==> config.mk <==
export PLATFORM = sky130hd
export DESIGN_NAME = drp_ref_a_profile_regs
export DESIGN_NICKNAME = d
export VERILOG_FILES = /design/src/hdl/drp_pkg.sv /design/src/hdl/drp_byte_bank.sv /design/src/hdl/drp_ref_a_profile_regs.sv
export SDC_FILE = /design/constraint.sdc
export NUM_CORES = 1
export LEC_CHECK = 0
export ABC_AREA = 1
export ABC_CLOCK_PERIOD_IN_PS = 2540
export CORE_MARGIN = 3
export CORE_UTILIZATION = 35
export DETAILED_ROUTE_END_ITERATION = 7
export DONT_BUFFER_PORTS = 1
export PLACE_DENSITY = 0.48
export SYNTH_ARGS = -nofsm -noshare
export SYNTH_HDL_FRONTEND = slang
export SYNTH_HIERARCHICAL = 1
export SYNTH_SLANG_ARGS = --single-unit
==> constraint.sdc <==
create_clock -name CLK -period 2.54 [get_ports CLK]
set_clock_uncertainty 0.15 [all_clocks]
set_input_delay 0.127 -clock CLK [delete_from_list [all_inputs] [get_ports CLK]]
set_output_delay 0.127 -clock CLK [all_outputs]
set_load 0.02 [all_outputs]
==> src/hdl/drp_pkg.sv <==
`default_nettype none
// ============================================================
// Shared constants and types for the reference A loop profile
package drp_pkg;

    // ========================================================
    // Register bus geometry
    localparam int unsigned DRP_ADDR_W   = 12;
    localparam int unsigned DRP_DATA_W   = 8;
    localparam int unsigned DRP_NUM_REGS = 13;
    localparam int unsigned DRP_IDX_W    = 4;

    // ========================================================
    // Register offsets
    localparam logic [11:0] DRP_OFS_PRIO_EN    = 12'h440;
    localparam logic [11:0] DRP_OFS_BW_LOW     = 12'h441;
    localparam logic [11:0] DRP_OFS_BW_MID     = 12'h442;
    localparam logic [11:0] DRP_OFS_FILT_BWTOP = 12'h443;
    localparam logic [11:0] DRP_OFS_NDIV_LOW   = 12'h444;
    localparam logic [11:0] DRP_OFS_NDIV_MID   = 12'h445;
    localparam logic [11:0] DRP_OFS_NDIV_TOP   = 12'h446;
    localparam logic [11:0] DRP_OFS_NUM_LOW    = 12'h447;
    localparam logic [11:0] DRP_OFS_NUM_MID    = 12'h448;
    localparam logic [11:0] DRP_OFS_NUM_HIGH   = 12'h449;
    localparam logic [11:0] DRP_OFS_MOD_LOW    = 12'h44a;
    localparam logic [11:0] DRP_OFS_MOD_MID    = 12'h44b;
    localparam logic [11:0] DRP_OFS_MOD_HIGH   = 12'h44c;
    // Read-only status and derived ratio bytes
    localparam logic [11:0] DRP_OFS_STATUS     = 12'h4f0;
    localparam logic [11:0] DRP_OFS_RATIO_LOW  = 12'h4f1;
    localparam logic [11:0] DRP_OFS_RATIO_MID  = 12'h4f2;
    localparam logic [11:0] DRP_OFS_RATIO_TOP  = 12'h4f3;

    // ========================================================
    // Bank indices (offset minus first offset)
    localparam logic [3:0] DRP_IDX_PRIO_EN    = 4'h0;
    localparam logic [3:0] DRP_IDX_BW_LOW     = 4'h1;
    localparam logic [3:0] DRP_IDX_BW_MID     = 4'h2;
    localparam logic [3:0] DRP_IDX_FILT_BWTOP = 4'h3;
    localparam logic [3:0] DRP_IDX_NDIV_LOW   = 4'h4;
    localparam logic [3:0] DRP_IDX_NDIV_MID   = 4'h5;
    localparam logic [3:0] DRP_IDX_NDIV_TOP   = 4'h6;
    localparam logic [3:0] DRP_IDX_NUM_LOW    = 4'h7;
    localparam logic [3:0] DRP_IDX_NUM_MID    = 4'h8;
    localparam logic [3:0] DRP_IDX_NUM_HIGH   = 4'h9;
    localparam logic [3:0] DRP_IDX_MOD_LOW    = 4'ha;
    localparam logic [3:0] DRP_IDX_MOD_MID    = 4'hb;
    localparam logic [3:0] DRP_IDX_MOD_HIGH   = 4'hc;

    // ========================================================
    // Field positions
    localparam int unsigned DRP_ENABLE_BIT = 0;
    localparam int unsigned DRP_PRIO_LSB   = 1;
    localparam int unsigned DRP_BW16_BIT   = 0;
    localparam int unsigned DRP_FILT_BIT   = 1;
    localparam int unsigned DRP_ST_FRAC    = 0;
    localparam int unsigned DRP_ST_BWZERO  = 1;
    localparam int unsigned DRP_ST_HPMADV  = 2;
    localparam int unsigned DRP_ST_LOWBW   = 3;

    // ========================================================
    // Reset value and writable bits per register (index 0 lowest)
    localparam logic [7:0] DRP_RESET_VAL = 8'h00;
    localparam logic [12:0][7:0] DRP_WMASK = {
        8'hff, 8'hff, 8'hff,            // Modulus high, mid, low
        8'hff, 8'hff, 8'hff,            // Numerator high, mid, low
        8'h03, 8'hff, 8'hff,            // Integer divider top, mid, low
        8'h03, 8'hff, 8'hff,            // Filter/bw top, bw mid, bw low
        8'h07                           // Priority and enable
    };

    // ========================================================
    // Advisory bandwidth limits, factor counts in 0.1 Hz steps
    localparam int unsigned DRP_BW_STEPS_PER_HZ = 10;
    localparam int unsigned DRP_HPM_ADVISE_HZ   = 2000;
    localparam int unsigned DRP_LOW_BW_HZ       = 50;
    localparam logic [16:0] DRP_HPM_ADVISE_CNT =
        17'(DRP_HPM_ADVISE_HZ * DRP_BW_STEPS_PER_HZ);
    localparam logic [16:0] DRP_LOW_BW_CNT =
        17'(DRP_LOW_BW_HZ * DRP_BW_STEPS_PER_HZ);

    // ========================================================
    // Types
    typedef enum logic [1:0] {
        DRP_PRIO_L0 = 2'h0,
        DRP_PRIO_L1 = 2'h1,
        DRP_PRIO_L2 = 2'h2,
        DRP_PRIO_L3 = 2'h3
    } drp_prio_t;

    typedef struct packed {
        drp_prio_t   prio_lvl;
        logic        enable;
        logic [16:0] bw_scale;
        logic        high_pm;
        logic [17:0] int_div;
        logic [18:0] div_ratio;
        logic [23:0] frac_num;
        logic [23:0] frac_mod;
        logic        frac_active;
    } drp_profile_t;

endpackage : drp_pkg
`default_nettype wire

==> src/hdl/drp_byte_bank.sv <==
`timescale 1ns/1ps
`default_nettype none
// ============================================================
// Byte register bank with per-byte write masks
module drp_byte_bank #(
    parameter int unsigned                 NUM   = 13,
    parameter int unsigned                 W     = 8,
    parameter int unsigned                 IDX_W = 4,
    parameter logic [NUM-1:0][W-1:0]       WMASK = '1,
    parameter logic [W-1:0]                RVAL  = '0
) (
    input  wire logic                      clk,
    input  wire logic                      rst,
    input  wire logic                      wr_en,
    input  wire logic [IDX_W-1:0]          wr_idx,
    input  wire logic [W-1:0]              wr_data,
    output logic      [NUM-1:0][W-1:0]     bytes_q
);

    // ========================================================
    // Elaboration checks
    if (NUM < 1 || NUM > (1 << IDX_W)) begin : g_chk_num
        $error("drp_byte_bank: NUM does not fit the index width");
    end
    if (W < 1) begin : g_chk_w
        $error("drp_byte_bank: W must be at least one");
    end

    // ========================================================
    // One register per entry; reserved bits never store
    for (genvar i = 0; i < NUM; i++) begin : g_byte
        localparam logic [IDX_W-1:0] MY_IDX = IDX_W'(i);
        always_ff @(posedge clk) begin
            if (rst) begin
                bytes_q[i] <= RVAL & WMASK[i];
            end else if (wr_en && wr_idx == MY_IDX) begin
                bytes_q[i] <= wr_data & WMASK[i];
            end
        end
    end

endmodule // drp_byte_bank
`default_nettype wire

==> src/hdl/drp_ref_a_profile_regs.sv <==
// Implementation choice: the strobed register port.
`timescale 1ns/1ps
`default_nettype none
// Functional notes
// A two-bit priority for reference input A resets to 00, the highest level, with 01..11 lower levels 1..3.
// One enable bit lets the first digital loop lock to reference input A; clear at reset excludes it.
// The 17-bit bandwidth factor in 0.1 Hz steps joins two bytes and bit 16 of the third register, resetting to zero.
// Software keeps the loop bandwidth below one fiftieth of the phase detector frequency.
// Software avoids bandwidths under 50 Hz when the system clock comes from a crystal.
// The filter select bit picks the normal 70 degree margin filter when clear and the high margin filter when set.
// Software selects the high margin filter for bandwidths above 2 kHz.
// The 18-bit integer feedback divider spans three registers and stores the ratio minus one.
// The integer divider registers reset to an all-zero combined value.
// The 24-bit fractional numerator spans three byte registers, low byte first, each resetting to zero.
// The 24-bit fractional modulus spans three byte registers, low byte first, each resetting to zero.
// A zero modulus disables and bypasses the fractional divider, leaving integer division only.
// Effective division is the stored integer plus one, plus numerator over modulus when the modulus is nonzero.
module drp_ref_a_profile_regs
    import drp_pkg::*;
(
    input  wire logic                  CLK,
    input  wire logic                  RST,
    input  wire logic [DRP_ADDR_W-1:0] ADDR,
    input  wire logic [DRP_DATA_W-1:0] WDATA,
    input  wire logic                  WR,
    input  wire logic                  RD,
    output logic      [DRP_DATA_W-1:0] RDATA,
    output drp_profile_t               PROFILE
);

    // ========================================================
    // Address decode
    logic                                  bank_hit;
    logic [DRP_IDX_W-1:0]                  bank_idx;
    logic [DRP_ADDR_W-1:0]                 addr_rel;

    // Offset relative to the first register of the bank
    assign addr_rel = ADDR - DRP_OFS_PRIO_EN;
    assign bank_hit = (ADDR >= DRP_OFS_PRIO_EN) && (ADDR <= DRP_OFS_MOD_HIGH);
    assign bank_idx = addr_rel[DRP_IDX_W-1:0];

    // ========================================================
    // Register storage
    logic [DRP_NUM_REGS-1:0][DRP_DATA_W-1:0] bytes_q;

    // Reserved bits are masked at write and reset to zero
    drp_byte_bank #(
        .NUM   (DRP_NUM_REGS),
        .W     (DRP_DATA_W),
        .IDX_W (DRP_IDX_W),
        .WMASK (DRP_WMASK),
        .RVAL  (DRP_RESET_VAL)
    ) u_bank (
        .clk     (CLK),
        .rst     (RST),
        .wr_en   (WR && bank_hit),
        .wr_idx  (bank_idx),
        .wr_data (WDATA),
        .bytes_q (bytes_q)
    );

    // ========================================================
    // Field extraction
    drp_prio_t                             prio_f;
    logic                                  enable_f;
    logic [16:0]                           bw_f;
    logic                                  high_pm_f;
    logic [17:0]                           ndiv_f;
    logic [23:0]                           num_f;
    logic [23:0]                           mod_f;

    // Priority level and enable bit of the first register
    assign prio_f   = drp_prio_t'(bytes_q[DRP_IDX_PRIO_EN][DRP_PRIO_LSB +: 2]);
    assign enable_f = bytes_q[DRP_IDX_PRIO_EN][DRP_ENABLE_BIT];

    // Bandwidth factor: two full bytes plus bit 16
    assign bw_f = {bytes_q[DRP_IDX_FILT_BWTOP][DRP_BW16_BIT],
                   bytes_q[DRP_IDX_BW_MID],
                   bytes_q[DRP_IDX_BW_LOW]};

    // Clear picks the normal margin filter, set the high margin one
    assign high_pm_f = bytes_q[DRP_IDX_FILT_BWTOP][DRP_FILT_BIT];

    // Integer divider, stored ratio minus one
    assign ndiv_f = {bytes_q[DRP_IDX_NDIV_TOP][1:0],
                     bytes_q[DRP_IDX_NDIV_MID],
                     bytes_q[DRP_IDX_NDIV_LOW]};

    // Fractional numerator and modulus, low byte first
    assign num_f = {bytes_q[DRP_IDX_NUM_HIGH],
                    bytes_q[DRP_IDX_NUM_MID],
                    bytes_q[DRP_IDX_NUM_LOW]};
    assign mod_f = {bytes_q[DRP_IDX_MOD_HIGH],
                    bytes_q[DRP_IDX_MOD_MID],
                    bytes_q[DRP_IDX_MOD_LOW]};

    // ========================================================
    // Derived divider terms
    logic [18:0]                           ratio_f;
    logic                                  frac_active_f;
    logic [23:0]                           frac_num_eff;

    // Division ratio is the stored value plus one
    assign ratio_f = 19'({1'b0, ndiv_f} + 19'h0_0001);

    // A zero modulus turns the fractional part off
    assign frac_active_f = |mod_f;

    // Bypassed fraction hands the loop a zero numerator
    assign frac_num_eff = frac_active_f ? num_f : 24'h00_0000;

    // ========================================================
    // Advisory checks on the programmed bandwidth
    logic                                  bw_zero_f;
    logic                                  hpm_advise_f;
    logic                                  low_bw_f;

    // Zero factor leaves the loop undefined
    assign bw_zero_f = (bw_f == 17'h0_0000);

    // Above 2 kHz with the normal margin filter still chosen
    assign hpm_advise_f = (bw_f > DRP_HPM_ADVISE_CNT) && !high_pm_f;

    // Nonzero bandwidth below 50 Hz
    assign low_bw_f = !bw_zero_f && (bw_f < DRP_LOW_BW_CNT);

    // ========================================================
    // Profile register towards the loop engine
    always_ff @(posedge CLK) begin
        if (RST) begin
            PROFILE.prio_lvl    <= DRP_PRIO_L0;
            PROFILE.enable      <= 1'b0;
            PROFILE.bw_scale    <= 17'h0_0000;
            PROFILE.high_pm     <= 1'b0;
            PROFILE.int_div     <= 18'h0_0000;
            PROFILE.div_ratio   <= 19'h0_0001;
            PROFILE.frac_num    <= 24'h00_0000;
            PROFILE.frac_mod    <= 24'h00_0000;
            PROFILE.frac_active <= 1'b0;
        end else begin
            PROFILE.prio_lvl    <= prio_f;
            PROFILE.enable      <= enable_f;
            PROFILE.bw_scale    <= bw_f;
            PROFILE.high_pm     <= high_pm_f;
            PROFILE.int_div     <= ndiv_f;
            PROFILE.div_ratio   <= ratio_f;
            PROFILE.frac_num    <= frac_num_eff;
            PROFILE.frac_mod    <= mod_f;
            PROFILE.frac_active <= frac_active_f;
        end
    end

    // ========================================================
    // Status byte, read only
    logic [DRP_DATA_W-1:0]                 status_nxt;

    // Packs derived flags; unused bits read zero
    always_comb begin
        status_nxt                = 8'h00;
        status_nxt[DRP_ST_FRAC]   = frac_active_f;
        status_nxt[DRP_ST_BWZERO] = bw_zero_f;
        status_nxt[DRP_ST_HPMADV] = hpm_advise_f;
        status_nxt[DRP_ST_LOWBW]  = low_bw_f;
    end

    // ========================================================
    // Read path, data one cycle after the strobe
    logic [DRP_DATA_W-1:0]                 rdata_nxt;

    // Bank bytes, status and ratio; anything else reads zero
    always_comb begin
        rdata_nxt = 8'h00;
        if (bank_hit) begin
            rdata_nxt = bytes_q[bank_idx];
        end else begin
            unique case (ADDR)
                DRP_OFS_STATUS:    rdata_nxt = status_nxt;
                DRP_OFS_RATIO_LOW: rdata_nxt = ratio_f[7:0];
                DRP_OFS_RATIO_MID: rdata_nxt = ratio_f[15:8];
                DRP_OFS_RATIO_TOP: rdata_nxt = {5'h00, ratio_f[18:16]};
                default:           rdata_nxt = 8'h00;
            endcase
        end
    end

    // Holds read data for exactly the cycle after a read strobe
    always_ff @(posedge CLK) begin
        if (RST) begin
            RDATA <= 8'h00;
        end else if (RD) begin
            RDATA <= rdata_nxt;
        end else begin
            RDATA <= 8'h00;
        end
    end

endmodule // drp_ref_a_profile_regs
`default_nettype wire

# Word-level counts from Yosys, hierarchy flattened
# Cells that the tools add are included.
[word_totals]
latchBits = 0
romBits = 0
reg_bits = 202
in_bits = 24
mem_count = 0
wordCells = 76
ram_bits = 0
[classes]
bitwise = 2
muxes = 4
eq_ne = 16
multipliers = 0
addsub = 2
n_reduce_logical = 24
n_lt_le_gt_ge = 5
div = 0
shift = 0
[ops]
columns = ["op", "n"]
rows = [
  ["$eq A12 B11 Y1 const B", 4],
  ["$bmux W8 S4", 1],
  ["$pmux W8 S4", 1],
  ["$reduce_or A24 Y1", 1],
  ["$eq A4 B4 Y1 const B", 5],
  ["$add A18 B1 Y19 const B", 1],
  ["$gt A17 B15 Y1 const B", 1],
  ["$logic_and A1 B1 Y1", 17],
  ["$logic_not A17 Y1", 1],
  ["$lt A17 B9 Y1 const B", 1],
  ["$eq A4 B3 Y1 const B", 4],
  ["$mux W8", 2],
  ["$ge A12 B11 Y1 const B", 1],
  ["$le A12 B11 Y1 const B", 1],
  ["$eq A4 B2 Y1 const B", 2],
  ["$lt A4 B5 Y1 const B", 1],
  ["$eq A4 B1 Y1 const B", 1],
  ["$logic_not A4 Y1", 1],
  ["$reduce_or A2 Y1", 2],
  ["$sub A4 B1 Y4 const B", 1],
  ["$logic_not A1 Y1", 2],
  ["$not A1 Y1", 2],
]

# Longest topological paths before layout
# Gate-level depths: netlist (run 1).
[logic_depth]
word_depth = 5
ltp_mapped = 13
ltp_nobuf = 11

# Cells and area by module
# Netlist (run 1), hierarchy kept.
[by_module_without_submodules]
columns = ["mod", "instances", "area_each_um2", "seq_area_each_um2", "cells_per_inst"]
rows = [
  ["drp_ref_a_profile_regs", 1, 5093.6, 2302.2, 772],
  ["drp_byte_bank", 1, 3709.8, 1741.7, 547],
]

# Worst setup path after synthesis (run 1)
# Ideal clock, no wire load.
[synth_timing]
path_type = "input -> register"
startpoint = "input port ADDR[4]"
endpoint = "register u_bank/bytes_q[61] (netlist bit)"
cell_stages = 11
setup_slack_ns = 0.724
path_buffers = 2
t_arrival_ns = 1.553
path_cell_list = "or2_2 nor2_1 nand4_1 nor2_1 buf_4 nand3_1 nor2_4 buf_4 nand2_1 nand2_1 nor2_1"
[synth_via]
elab_chain_cells = 4
[synth_rtl]
columns = ["element", "line_no", "text"]
rows = [
  ["start, declared", "drp_ref_a_profile_regs.sv:23", "input wire logic [DRP_ADDR_W-1:0] ADDR,"],
  ["$ge A12 B11 Y1 / $le A12 B11 Y1 (equally long branches)", "drp_ref_a_profile_regs.sv:39", "assign bank_hit = (ADDR >= DRP_OFS_PRIO_EN) && (ADDR <= DRP_OFS_MOD_HIGH);"],
  ["$logic_and A1 B1 Y1 *", "drp_ref_a_profile_regs.sv:39", ""],
  ["$logic_and A1 B1 Y1 *", "drp_ref_a_profile_regs.sv:56", ".wr_en (WR && bank_hit),"],
  ["$logic_and A1 B1 Y1 *", "drp_byte_bank.sv:36", "end else if (wr_en && wr_idx == MY_IDX) begin"],
  ["end signal, assigned by index", "drp_byte_bank.sv:35", "bytes_q[i] <= RVAL & WMASK[i];"],
  ["end signal, assigned by index", "drp_byte_bank.sv:37", "bytes_q[i] <= wr_data & WMASK[i];"],
  ["end, declared", "drp_byte_bank.sv:17", "output logic [NUM-1:0][W-1:0] bytes_q"],
]
# Mark *: on every way between the ends. The rest lies on a longest branch, timed or not.
# A chain may end at the register's enable or synchronous reset.

# Worst setup path in the final report (run 1)
[layout_timing]
startpoint = "input port ADDR[3]"
endpoint = "register u_bank/bytes_q[48] (netlist bit)"
[layout_via]
elab_chain_cells = 4
[layout_rtl]
columns = ["element", "line_no"]
rows = [
  ["$ge A12 B11 Y1 / $le A12 B11 Y1 (equally long branches)", "drp_ref_a_profile_regs.sv:39"],
  ["$logic_and A1 B1 Y1", "drp_ref_a_profile_regs.sv:39"],
  ["$logic_and A1 B1 Y1", "drp_ref_a_profile_regs.sv:56"],
  ["$logic_and A1 B1 Y1 *", "drp_byte_bank.sv:36"],
]
# Marked as above.

==> results of run 1 <==
## sequential cells by signal (all words and copies together) (netlist names)
register        flops
PROFILE           107
u_bank/bytes_q     87
RDATA               8
## routing by layer
layer  share of wire  vias up
li1                -     4046
met1            0.48     3580
met5               0        -
met2            0.42      258
met3           0.085       33
met4           0.015        0
## layout make-up
| class | count | area [um^2] |
|---|---|---|
| tap | 324 | 405 |
| clock inverter | 18 | 260 |
| sequential | 202 | 4050 |
| inverter | 171 | 644 |
| multi-input combinational | 895 | 3830 |
| clock buffer | 25 | 626 |
| fill | 2688 | 14200 |
| timing repair buffer | 50 | 478 |
## cells in the final DEF, fill, tap and decap left out, types with 2 or more instances in the layout
master and instances:
clkinv_1 6, o21ai_1 6, a21oi_1 33, inv_6 3, clkinv_2 6, dlymetal6s4s_1 2, clkinvlp_4 2, buf_4 22
dlygate4sd3_1 24, clkbuf_16 25, inv_1 158, dfxtp_1 201, nand4_1 39, nand2_2 3, o21ai_0 23, conb_1 17
xor2_1 8, nor2_4 8, inv_2 6, nor2_1 365, nor3_1 6, nand3_1 87, nand2_1 284, nor2_2 8
bufinv_16 6, a22oi_1 2
## worst max-delay path by stage
stage                        from                  to  slack (ns)  depth (start not counted)
after detailed placement  ADDR[4]  u_bank/bytes_q[63]        0.31                          9
final                     ADDR[3]  u_bank/bytes_q[48]        0.14                         10
after global routing      ADDR[3]  u_bank/bytes_q[48]       0.008                         10
after CTS                 ADDR[2]  u_bank/bytes_q[48]        0.02                         10
after floorplan           ADDR[4]  u_bank/bytes_q[61]        0.72                         11
after global placement    ADDR[4]  u_bank/bytes_q[59]        0.35                          9
## critical path: stages
cell           delay [ns]
dlygate4sd3_1        0.85
nand2_1              0.13
nand2_1              0.10
nand4_1              0.19
nor2_4               0.26
nand3_1              0.17
nor2_1               0.13
dlygate4sd3_1        0.59
nor2_1               0.05
nor2_1               0.09
## per-stage QoR
| step | hold slack [ns] | instances | worst slack, ns | area [um^2] |
|---|---|---|---|---|
| final | 0.00315 | 1685 | 0.140 | 10300 |
| after global routing | 0.0303 | 1685 | 0.00806 | 10300 |
| after CTS | 0.00592 | 1685 | 0.0210 | 10300 |
| after detailed placement | 0.0666 | 1615 | 0.309 | 9080 |
| after global placement | 0.0662 | 1615 | 0.346 | 9080 |
| after floorplan | 0.217 | 1335 | 0.724 | 8860 |
## cell families after synthesis
group,Yosys count,synth area share
AOI/OAI and AO/OA,65,0.0379
xor gates and xnor gates,8,0.00796
adders and majority gates,1,0.00142
buffers and inverters,238,0.116
DFF,202,0.459
other,1,0.000426
and+or+nand+nor,804,0.377
## power groups by stage
stage                     Clock (W)  Sequential, W  Combinational [W]
after floorplan                   0        0.00324           0.000218
after global placement            0        0.00324           0.000254
after detailed placement          0        0.00324           0.000253
after CTS                   0.00392        0.00317           0.000318
after global routing        0.00405        0.00317           0.000355
final                       0.00381        0.00317           0.000321
## repair_timing
item,in CTS,in global routing
endpoints found under the setup margin,0,53
hold buffers,27,1
buffers inserted,0,0
endpoints found under the hold margin,202,1
resized for setup,0,11
==> metrics.csv, run 1 <==
stage,metric,value,unit
worst_hold_path,hold path cells,8,
grt,grt total ovfl,0,
critical_path,Crit path required time,2.84,ns
power_and_ir_drop,combinational cell fraction of total power,0.044,
cts,cts bufs inserted,24,
logic_synthesis,Synth top cells by count,"nor2_1, nand2_1, dfxtp_1, inv_1, nand3_1",
power_and_ir_drop,switching share of power,0.224,
placed_design,Placer Congestion,0.879,
cells_and_area,share of layout cells above drive strength 1,0.0727,
critical_path,CP startpoint kind,primary input,
worst_hold_path,worst hold path type,in2reg,
logic_synthesis,sequential share of the synthesized area,0.459,
worst_hold_path,hold_sp,ADDR[10],
logic_synthesis,Syn. warnings,6,
power_and_ir_drop,internal power,0.00566,W
cells_and_area,post-layout util,0.419,
logic_synthesis,syn_area_per_cell,6.67,um^2
cts,CTS tree,done,
route,final wirelength,28300,um
timing,Max Fclk,417,MHz
cts,htree depth,1,
timing,RSZ-0062 raised after global routing,false,
cts,CTS Sinks,202,
grt,largest net degree at the start of global routing,84,
power_and_ir_drop,Max VDD drop,0.000398,V
power_and_ir_drop,Clk pwr share,0.522,
run,max-cap violation count,0,
logic_synthesis,Post-synth EDFFs,0,
route,vias per cell,4.70,
power_and_ir_drop,Flop pwr share,0.434,
die,chip width,165,um
placed_design,# port buffers,0,
cells_and_area,fin nets,1369,
route,DR pass1 iterations,7,
logic_synthesis,synth top area cells,"dfxtp_1, nor2_1, nand2_1",
grt,Tot GR Track Use,0.208,
cts,CTS Root Cell,clkbuf_16,
logic_synthesis,Yosys cell types,29,
die,Die Area,27100,um^2
critical_path,crit path capture type,flip-flop,
logic_synthesis,Synth area leader,dfxtp_1,
critical_path,RR Startpoint,u_bank/bytes_q[33],
route,WL/cell,16.8,um
logic_synthesis,most common cell in the netlist,nor2_1,
logic_synthesis,Mapped Area,8800,um^2
grt,grt met3 use,0.0399,
timing,Rel. slew slack,0.528,
critical_path,r2r setup slk,0.20,ns
route,Antenna Nets Post-Route,0,
timing,Tcrit/Tclk final,0.945,
timing,setup violators final,0,
die,Die H,165,um
critical_path,CP max FO,8,
logic_synthesis,Post-synth top flop,dfxtp_1,
cells_and_area,n_diodes,0,
route,Vias,7917,
critical_path,WP data arrival,2.70,ns
grt,number of global-route vias before repair,7468,
power_and_ir_drop,leakage power total,4.23,nW
timing,Pins Over Slew Limit,0,
logic_synthesis,Post-Synthesis Cells,1319,
grt,met2 usage,0.307,
grt,GR peak layer,met1,
cts,worst skew pair latency,0.51,ns
worst_hold_path,WHS Endpoint,RDATA[5],
critical_path,RR Endpoint,RDATA[4],
die,I/O pin count,139,
timing,Final Hold Vio Count,0,
cts,deepest clock path buffer count,3,
power_and_ir_drop,Cell Pwr Density,709,nW/um^2
placed_design,DP HPWL,20100,um
cells_and_area,area delta synth->final,16.9,%
route,DR DRC count,0,
logic_synthesis,Synth Register Bits,202,
timing,fin crit period,2.40,ns
cts,clk slew on worst S/H paths,0.06,ns
grt,first-pass GRT wire length,43800,um
die,core area,24500,um^2
logic_synthesis,"FFs w/ async S/R, synth",0,
die,num rows,57,
critical_path,depth of the worst register-to-register path,11,
timing,TNS Setup,0,ns
grt,met1 Use GR,0.312,
run_status,status,finished clean,
route,drt initial violations,584,
power_and_ir_drop,overall power,0.00730,W
die,Initial Util,0.359,
power_and_ir_drop,Net Sw Power,0.00163,W
timing,Slew @ Worst Pin,0.707,ns
grt,initial antenna violation count,0,
logic_synthesis,top cell type's share of synthesized area,0.459,
critical_path,Setup CP Type,in2reg,
Note: power is estimated with default switching activity, not from simulation.
==> inputs of run 2 (changes only) <==
- CORE_UTILIZATION: 35 -> 60
- GPL_TIMING_DRIVEN: not set -> 0
- PLACE_DENSITY: 0.48 -> 0.75
==> metrics.csv, run 2 (same netlist as run 1, synthesis figures left out) <==
stage,metric,value,unit,change
grt,first-pass GRT wire length,42100,um,"was 43,800 um"
placed_design,pre-CTS WS,0.105,ns,was 0.309 ns
timing,hold_ws,0.0147,ns,was 0.00315 ns
cells_and_area,largest reg by FF count,PROFILE,,unchanged
critical_path,Setup CP Type,in2reg,,unchanged
grt,initial antenna violation count,0,,unchanged
timing,Tcrit/Tclk final,0.977,,was 0.945
critical_path,"Top cell by count, worst path",nand2_1,,was nor2_1
placed_design,Placer Congestion,1.01,,was 0.879
power_and_ir_drop,Max VDD drop,0.000549,V,was 0.000398 V
route,Vias,8577,,"was 7,917"
cts,CTS Root Cell,clkbuf_16,,unchanged
power_and_ir_drop,Cell Pwr Density,669,nW/um^2,was 709 nW/um^2
placed_design,cell total after placement,1515,,"was 1,615"
critical_path,Crit path largest cell delay,0.57,ns,was 0.85 ns
cts,clk slew on worst S/H paths,0.07,ns,was 0.06 ns
critical_path,crit path capture type,flip-flop,,unchanged
placed_design,DP HPWL,19700,um,"was 20,100 um"
route,vias per cell,5.43,,was 4.70
route,WL/cell,17.3,um,was 16.8 um
power_and_ir_drop,switching share of power,0.228,,was 0.224
power_and_ir_drop,Flop pwr share,0.467,,was 0.434
grt,number of global-route vias before repair,7840,,"was 7,468"
power_and_ir_drop,internal power,0.00524,W,was 0.00566 W
critical_path,slowest CP cell,dlygate4sd3_1,,unchanged
die,Initial Util,0.625,,was 0.359
run,max-cap violation count,0,,unchanged
timing,Final Hold Vio Count,0,,unchanged
power_and_ir_drop,overall power,0.00678,W,was 0.00730 W
grt,largest net degree at the start of global routing,17,,was 84
timing,Slew @ Worst Pin,0.763,ns,was 0.707 ns
timing,Pins Over Slew Limit,0,,unchanged
cells_and_area,share of layout cells above drive strength 1,0.0779,,was 0.0727
power_and_ir_drop,leakage power total,4.22,nW,was 4.23 nW
grt,Tot GR Track Use,0.330,,was 0.208
cells_and_area,area delta synth->final,15.1,%,was 16.9%
critical_path,CP startpoint kind,primary input,,unchanged
critical_path,Crit path required time,2.79,ns,was 2.84 ns
route,DR DRC count,0,,unchanged
die,chip width,127,um,was 165 um
run_status,status,finished clean,,unchanged
route,DR pass1 iterations,6,,was 7
cts,deepest clock path buffer count,3,,unchanged
power_and_ir_drop,combinational cell fraction of total power,0.053,,was 0.044
die,I/O pin count,139,,unchanged
critical_path,"Cell Chain, Critical Path",buf_6 > nor2_4 > nand2_1 > nand2_1 > nand4_1 > nor2_2 > buf_4 > clkbuf_4 > nand4_1 > dlygate4sd3_1 > nand2_1 > nor2_1 > dlygate4sd3_1,,was dlygate4sd3_1 > nand2_1 > nand2_1 > nand4_1 > nor2_4 > nand3_1 > nor2_1 > dlygate4sd3_1 > nor2_1 > nor2_1
timing,Rel. slew slack,0.492,,was 0.528
cts,worst skew pair latency,0.51,ns,about the same
grt,grt total ovfl,0,,unchanged
worst_hold_path,worst hold path type,in2reg,,unchanged
die,core area,14100,um^2,"was 24,500 um^2"
placed_design,# port buffers,0,,unchanged
timing,setup violators final,0,,unchanged
cells_and_area,"most common cell after layout, fill and taps aside",nor2_1,,unchanged
cells_and_area,most frequent cells in the layout,"nor2_1, nand2_1, dfxtp_1",,unchanged
timing,final worst slack,0.0583,ns,was 0.140 ns
route,final wirelength,27400,um,"was 28,300 um"
die,num rows,43,,was 57
power_and_ir_drop,Clk pwr share,0.480,,was 0.522
cts,CTS tree,done,,unchanged
cells_and_area,biggest regs,"PROFILE x107, u_bank/bytes_q x87, RDATA x8",,unchanged
cells_and_area,post-layout util,0.719,,was 0.419
timing,Max Fclk,403,MHz,was 417 MHz
route,Antenna Nets Post-Route,0,,unchanged
cts,CTS Sinks,202,,unchanged
cts,htree depth,1,,unchanged
cells_and_area,fin nets,1412,,"was 1,369"
cells_and_area,Non-Filler Instances,1580,,"was 1,685"
cells_and_area,max reg flops,107,,unchanged
timing,fin crit period,2.48,ns,was 2.40 ns
die,Die Area,16200,um^2,"was 27,100 um^2"
die,Die H,127,um,was 165 um
cells_and_area,n_diodes,0,,unchanged
route,drt initial violations,1004,,was 584
critical_path,WP data arrival,2.73,ns,was 2.70 ns
critical_path,CP max FO,10,,was 8
power_and_ir_drop,Net Sw Power,0.00154,W,was 0.00163 W
cts,cts bufs inserted,21,,was 24
[run 2: area by class of cell]
class                   instances  area (um^2)
flip-flops and latches        202         4050
fillers                      1205         3960
multi-input cells             895         3820
inverters                     171          644
clock buffers                  25          551
plain buffers                  67          384
repair buffers                 29          288
well taps                     180          225
clock inverters                11          175
[run 2: path summary, 6_finish.rpt]
check                      from  cells after the start  slack (ns)                end
min                    ADDR[11]                      7        0.01           RDATA[0]
min reg2reg  u_bank/bytes_q[66]                      2        0.30        PROFILE[35]
max                     ADDR[1]                     13        0.06  u_bank/bytes_q[2]
max reg2reg  u_bank/bytes_q[41]                     10        0.13           RDATA[4]
[run 2: metrics by stage]
stage | instance area (um^2) | TNS [ns]
global route | 10100 | -0.0193
detailed placement | 9090 | 0
global placement | 9090 | 0
CTS | 10100 | 0
finish | 10100 | 0
floorplan | 8860 | 0
[run 2: what timing repair did]
item / CTS / global route
setup buffers: 0 / 1
gates resized for setup: 0 / 14
setup endpoints to repair: 0 / 4
hold buffers: 28 / 0
endpoints found under the hold margin: 95 / 0
[run 2: routing by layer]
layer / share of wire / track usage / routed length [um] / vias to the layer above
li1: - / - / - / 4118
met1: 0.42 / 0.481 / 11600 / 3841
met2: 0.43 / 0.497 / 11700 / 552
met4: 0.031 / 0.111 / 846 / 0
met5: 0 / 0 / 0 / -
met3: 0.12 / 0.0589 / 3300 / 66
[run 2: power groups by stage]
stage / registers (W) / clock network (W) / logic, W
2_1_floorplan: 0.00324 / 0 / 0.000218
3_3_place_gp: 0.00324 / 0 / 0.000312
3_5_place_dp: 0.00324 / 0 / 0.000315
4_1_cts: 0.00317 / 0.00325 / 0.000341
5_1_grt: 0.00317 / 0.00341 / 0.000384
6_report: 0.00317 / 0.00325 / 0.000360
[run 2: critical path, delay by kind of cell]
kind,cells,cell delay [ns]
buf+inv,5,1.66
simple gates,8,0.93
==> inputs of run 3 (changes only) <==
- CORE_ASPECT_RATIO: not set -> 0.8
==> metrics.csv, run 3 (same netlist as run 1, synthesis figures left out) <==
stage,metric,value,unit,change
power_and_ir_drop,Net Sw Power,0.00152,W,was 0.00154 W
cells_and_area,post-layout util,0.730,,was 0.719
route,vias per cell,5.46,,was 5.43
grt,Tot GR Track Use,0.337,,was 0.330
placed_design,Placer Congestion,1.06,,was 1.01
placed_design,cell total after placement,1515,,unchanged
power_and_ir_drop,Flop pwr share,0.488,,was 0.467
timing,Pins Over Slew Limit,0,,unchanged
timing,final worst slack,0.0518,ns,was 0.0583 ns
die,num rows,38,,was 43
route,final wirelength,27700,um,"was 27,400 um"
worst_hold_path,worst hold path type,in2reg,,unchanged
timing,hold_ws,0.0218,ns,was 0.0147 ns
cells_and_area,biggest regs,"PROFILE x107, u_bank/bytes_q x87, RDATA x8",,unchanged
critical_path,Setup CP Type,reg2reg,,was in2reg
cells_and_area,max reg flops,107,,unchanged
critical_path,"Cell Chain, Critical Path",inv_1 > nor2_1 > nor2_2 > nand3_1 > nand2_1 > nand3_1 > dlygate4sd3_1 > nand2_1 > dlygate4sd3_1 > a21oi_1,,was buf_6 > nor2_4 > nand2_1 > nand2_1 > nand4_1 > nor2_2 > buf_4 > clkbuf_4 > nand4_1 > dlygate4sd3_1 > nand2_1 > nor2_1 > dlygate4sd3_1
cts,CTS tree,done,,unchanged
grt,grt met3 use,0.0977,,was 0.0589
cells_and_area,"most common cell after layout, fill and taps aside",nor2_1,,unchanged
power_and_ir_drop,overall power,0.00649,W,was 0.00678 W
cts,worst skew pair latency,0.50,ns,was 0.51 ns
critical_path,Crit path required time,2.77,ns,was 2.79 ns
grt,met1 Use GR,0.505,,was 0.481
die,Die Area,16200,um^2,about the same
cells_and_area,fill count,1222,,"was 1,205"
route,WL/cell,17.4,um,was 17.3 um
critical_path,Crit path largest cell delay,0.57,ns,about the same
route,DR DRC count,0,,unchanged
route,Vias,8688,,"was 8,577"
power_and_ir_drop,Cell Pwr Density,638,nW/um^2,was 669 nW/um^2
critical_path,RR Endpoint,RDATA[7],,was RDATA[4]
critical_path,CP startpoint kind,flip-flop,,was primary input
power_and_ir_drop,leakage power total,4.27,nW,was 4.22 nW
placed_design,DP HPWL,20000,um,"was 19,700 um"
run,max-cap violation count,0,,unchanged
die,core area,13900,um^2,"was 14,100 um^2"
power_and_ir_drop,switching share of power,0.235,,was 0.228
power_and_ir_drop,Clk pwr share,0.454,,was 0.480
grt,met2 usage,0.469,,was 0.497
cells_and_area,fin nets,1422,,"was 1,412"
grt,grt total ovfl,0,,unchanged
cts,CTS Root Cell,clkbuf_16,,unchanged
die,chip width,141,um,was 127 um
grt,initial antenna violation count,0,,unchanged
grt,largest net degree at the start of global routing,17,,unchanged
critical_path,worst setup path end,RDATA[7],,was u_bank/bytes_q[2]
timing,fin crit period,2.49,ns,was 2.48 ns
timing,Tcrit/Tclk final,0.980,,was 0.977
critical_path,crit path from,u_bank/bytes_q[71],,was ADDR[1]
cells_and_area,Non-Filler Instances,1591,,"was 1,580"
critical_path,CP max FO,2,,was 10
run_status,status,finished clean,,unchanged
grt,first-pass GRT wire length,42400,um,"was 42,100 um"
cts,htree depth,1,,unchanged
route,drt initial violations,1283,,"was 1,004"
route,DR pass1 iterations,6,,unchanged
timing,Slew @ Worst Pin,0.757,ns,was 0.763 ns
cells_and_area,area delta synth->final,15.5,%,was 15.1%
cells_and_area,sequential cell area,4050,um^2,about the same
cells_and_area,multi-input combinational cell area,3810,um^2,was 3820 um^2
cells_and_area,largest reg by FF count,PROFILE,,unchanged
placed_design,# port buffers,0,,unchanged
cts,clk slew on worst S/H paths,0.07,ns,about the same
die,Initial Util,0.632,,was 0.625
cts,deepest clock path buffer count,3,,unchanged
critical_path,r2r setup slk,0.05,ns,was 0.13 ns
critical_path,crit path capture type,flip-flop,,unchanged
cells_and_area,n_diodes,0,,unchanged
die,Die H,114,um,was 127 um
cells_and_area,share of layout cells above drive strength 1,0.0808,,was 0.0779
cells_and_area,most frequent cells in the layout,"nor2_1, nand2_1, dfxtp_1",,unchanged
power_and_ir_drop,Max VDD drop,0.000735,V,was 0.000549 V
cts,cts bufs inserted,20,,was 21
critical_path,RR Startpoint,u_bank/bytes_q[71],,was u_bank/bytes_q[41]
grt,number of global-route vias before repair,7702,,"was 7,840"
timing,Final Hold Vio Count,0,,unchanged
timing,Max Fclk,402,MHz,was 403 MHz
timing,Rel. slew slack,0.496,,was 0.492
cts,CTS Sinks,202,,unchanged
power_and_ir_drop,combinational cell fraction of total power,0.057,,was 0.053
timing,setup violators final,0,,unchanged
route,Antenna Nets Post-Route,0,,unchanged
power_and_ir_drop,internal power,0.00496,W,was 0.00524 W
critical_path,WP data arrival,2.72,ns,was 2.73 ns
grt,GR peak layer,met1,,was met2
die,I/O pin count,139,,unchanged
critical_path,slowest CP cell,dlygate4sd3_1,,unchanged
placed_design,pre-CTS WS,0.0890,ns,was 0.105 ns
critical_path,depth of the worst register-to-register path,10,,unchanged
run 3: metal layers:
layer,wire [um],vias up
met5,0,-
met1,12000,3870
met2,10600,598
met3,4180,74
met4,937,0
li1,-,4146
run 3: area by class of cell:
cell class              count  area share
well taps                 180      0.0221
inverters                 171      0.0634
plain buffers              67      0.0373
clock inverters            12      0.0107
clock buffers              24      0.0547
flip-flops and latches    202       0.398
repair buffers             40      0.0389
multi-input cells         895       0.375
run 3: how the worst min path moves through the flow:
stage,from,endpoint,cells after the start
final,ADDR[3],u_bank/bytes_q[22],5
after global placement,WDATA[2],u_bank/bytes_q[2],4
after CTS,ADDR[3],RDATA[3],5
after global routing,ADDR[8],RDATA[0],7
after detailed placement,WDATA[2],u_bank/bytes_q[2],4
after floorplan,WDATA[2],u_bank/bytes_q[2],4
run 3: critical path, delay by kind of cell, from the launching register on:
| kind | cells | cell delay, ns |
|---|---|---|
| buffers and inverters | 3 | 1.20 |
| and+or+nand+nor | 6 | 0.67 |
| DFF | 1 | 0.31 |
| AOI/OAI and AO/OA | 1 | 0.05 |
run 3: stage by stage:
step | TNS (ns) | area (um^2)
3_5_place_dp | 0 | 9090
3_3_place_gp | 0 | 9090
6_report | 0 | 10200
2_1_floorplan | 0 | 8860
4_1_cts | 0 | 10100
5_1_grt | -0.0195 | 10200
run 3: what timing repair did:
item	in CTS	in global routing
hold buffers	37	1
resized for setup	0	12
setup endpoints to repair	0	4
hold endpoints to repair	94	2
buffers inserted	0	3
run 3: power by group through the flow:
stage / clock (W) / sequential, W / combinational [W]
2_1_floorplan: 0 / 0.00324 / 0.000218
3_3_place_gp: 0 / 0.00324 / 0.000312
3_5_place_dp: 0 / 0.00324 / 0.000313
4_1_cts: 0.00298 / 0.00317 / 0.000349
5_1_grt: 0.00310 / 0.00317 / 0.000399
6_report: 0.00295 / 0.00317 / 0.000372
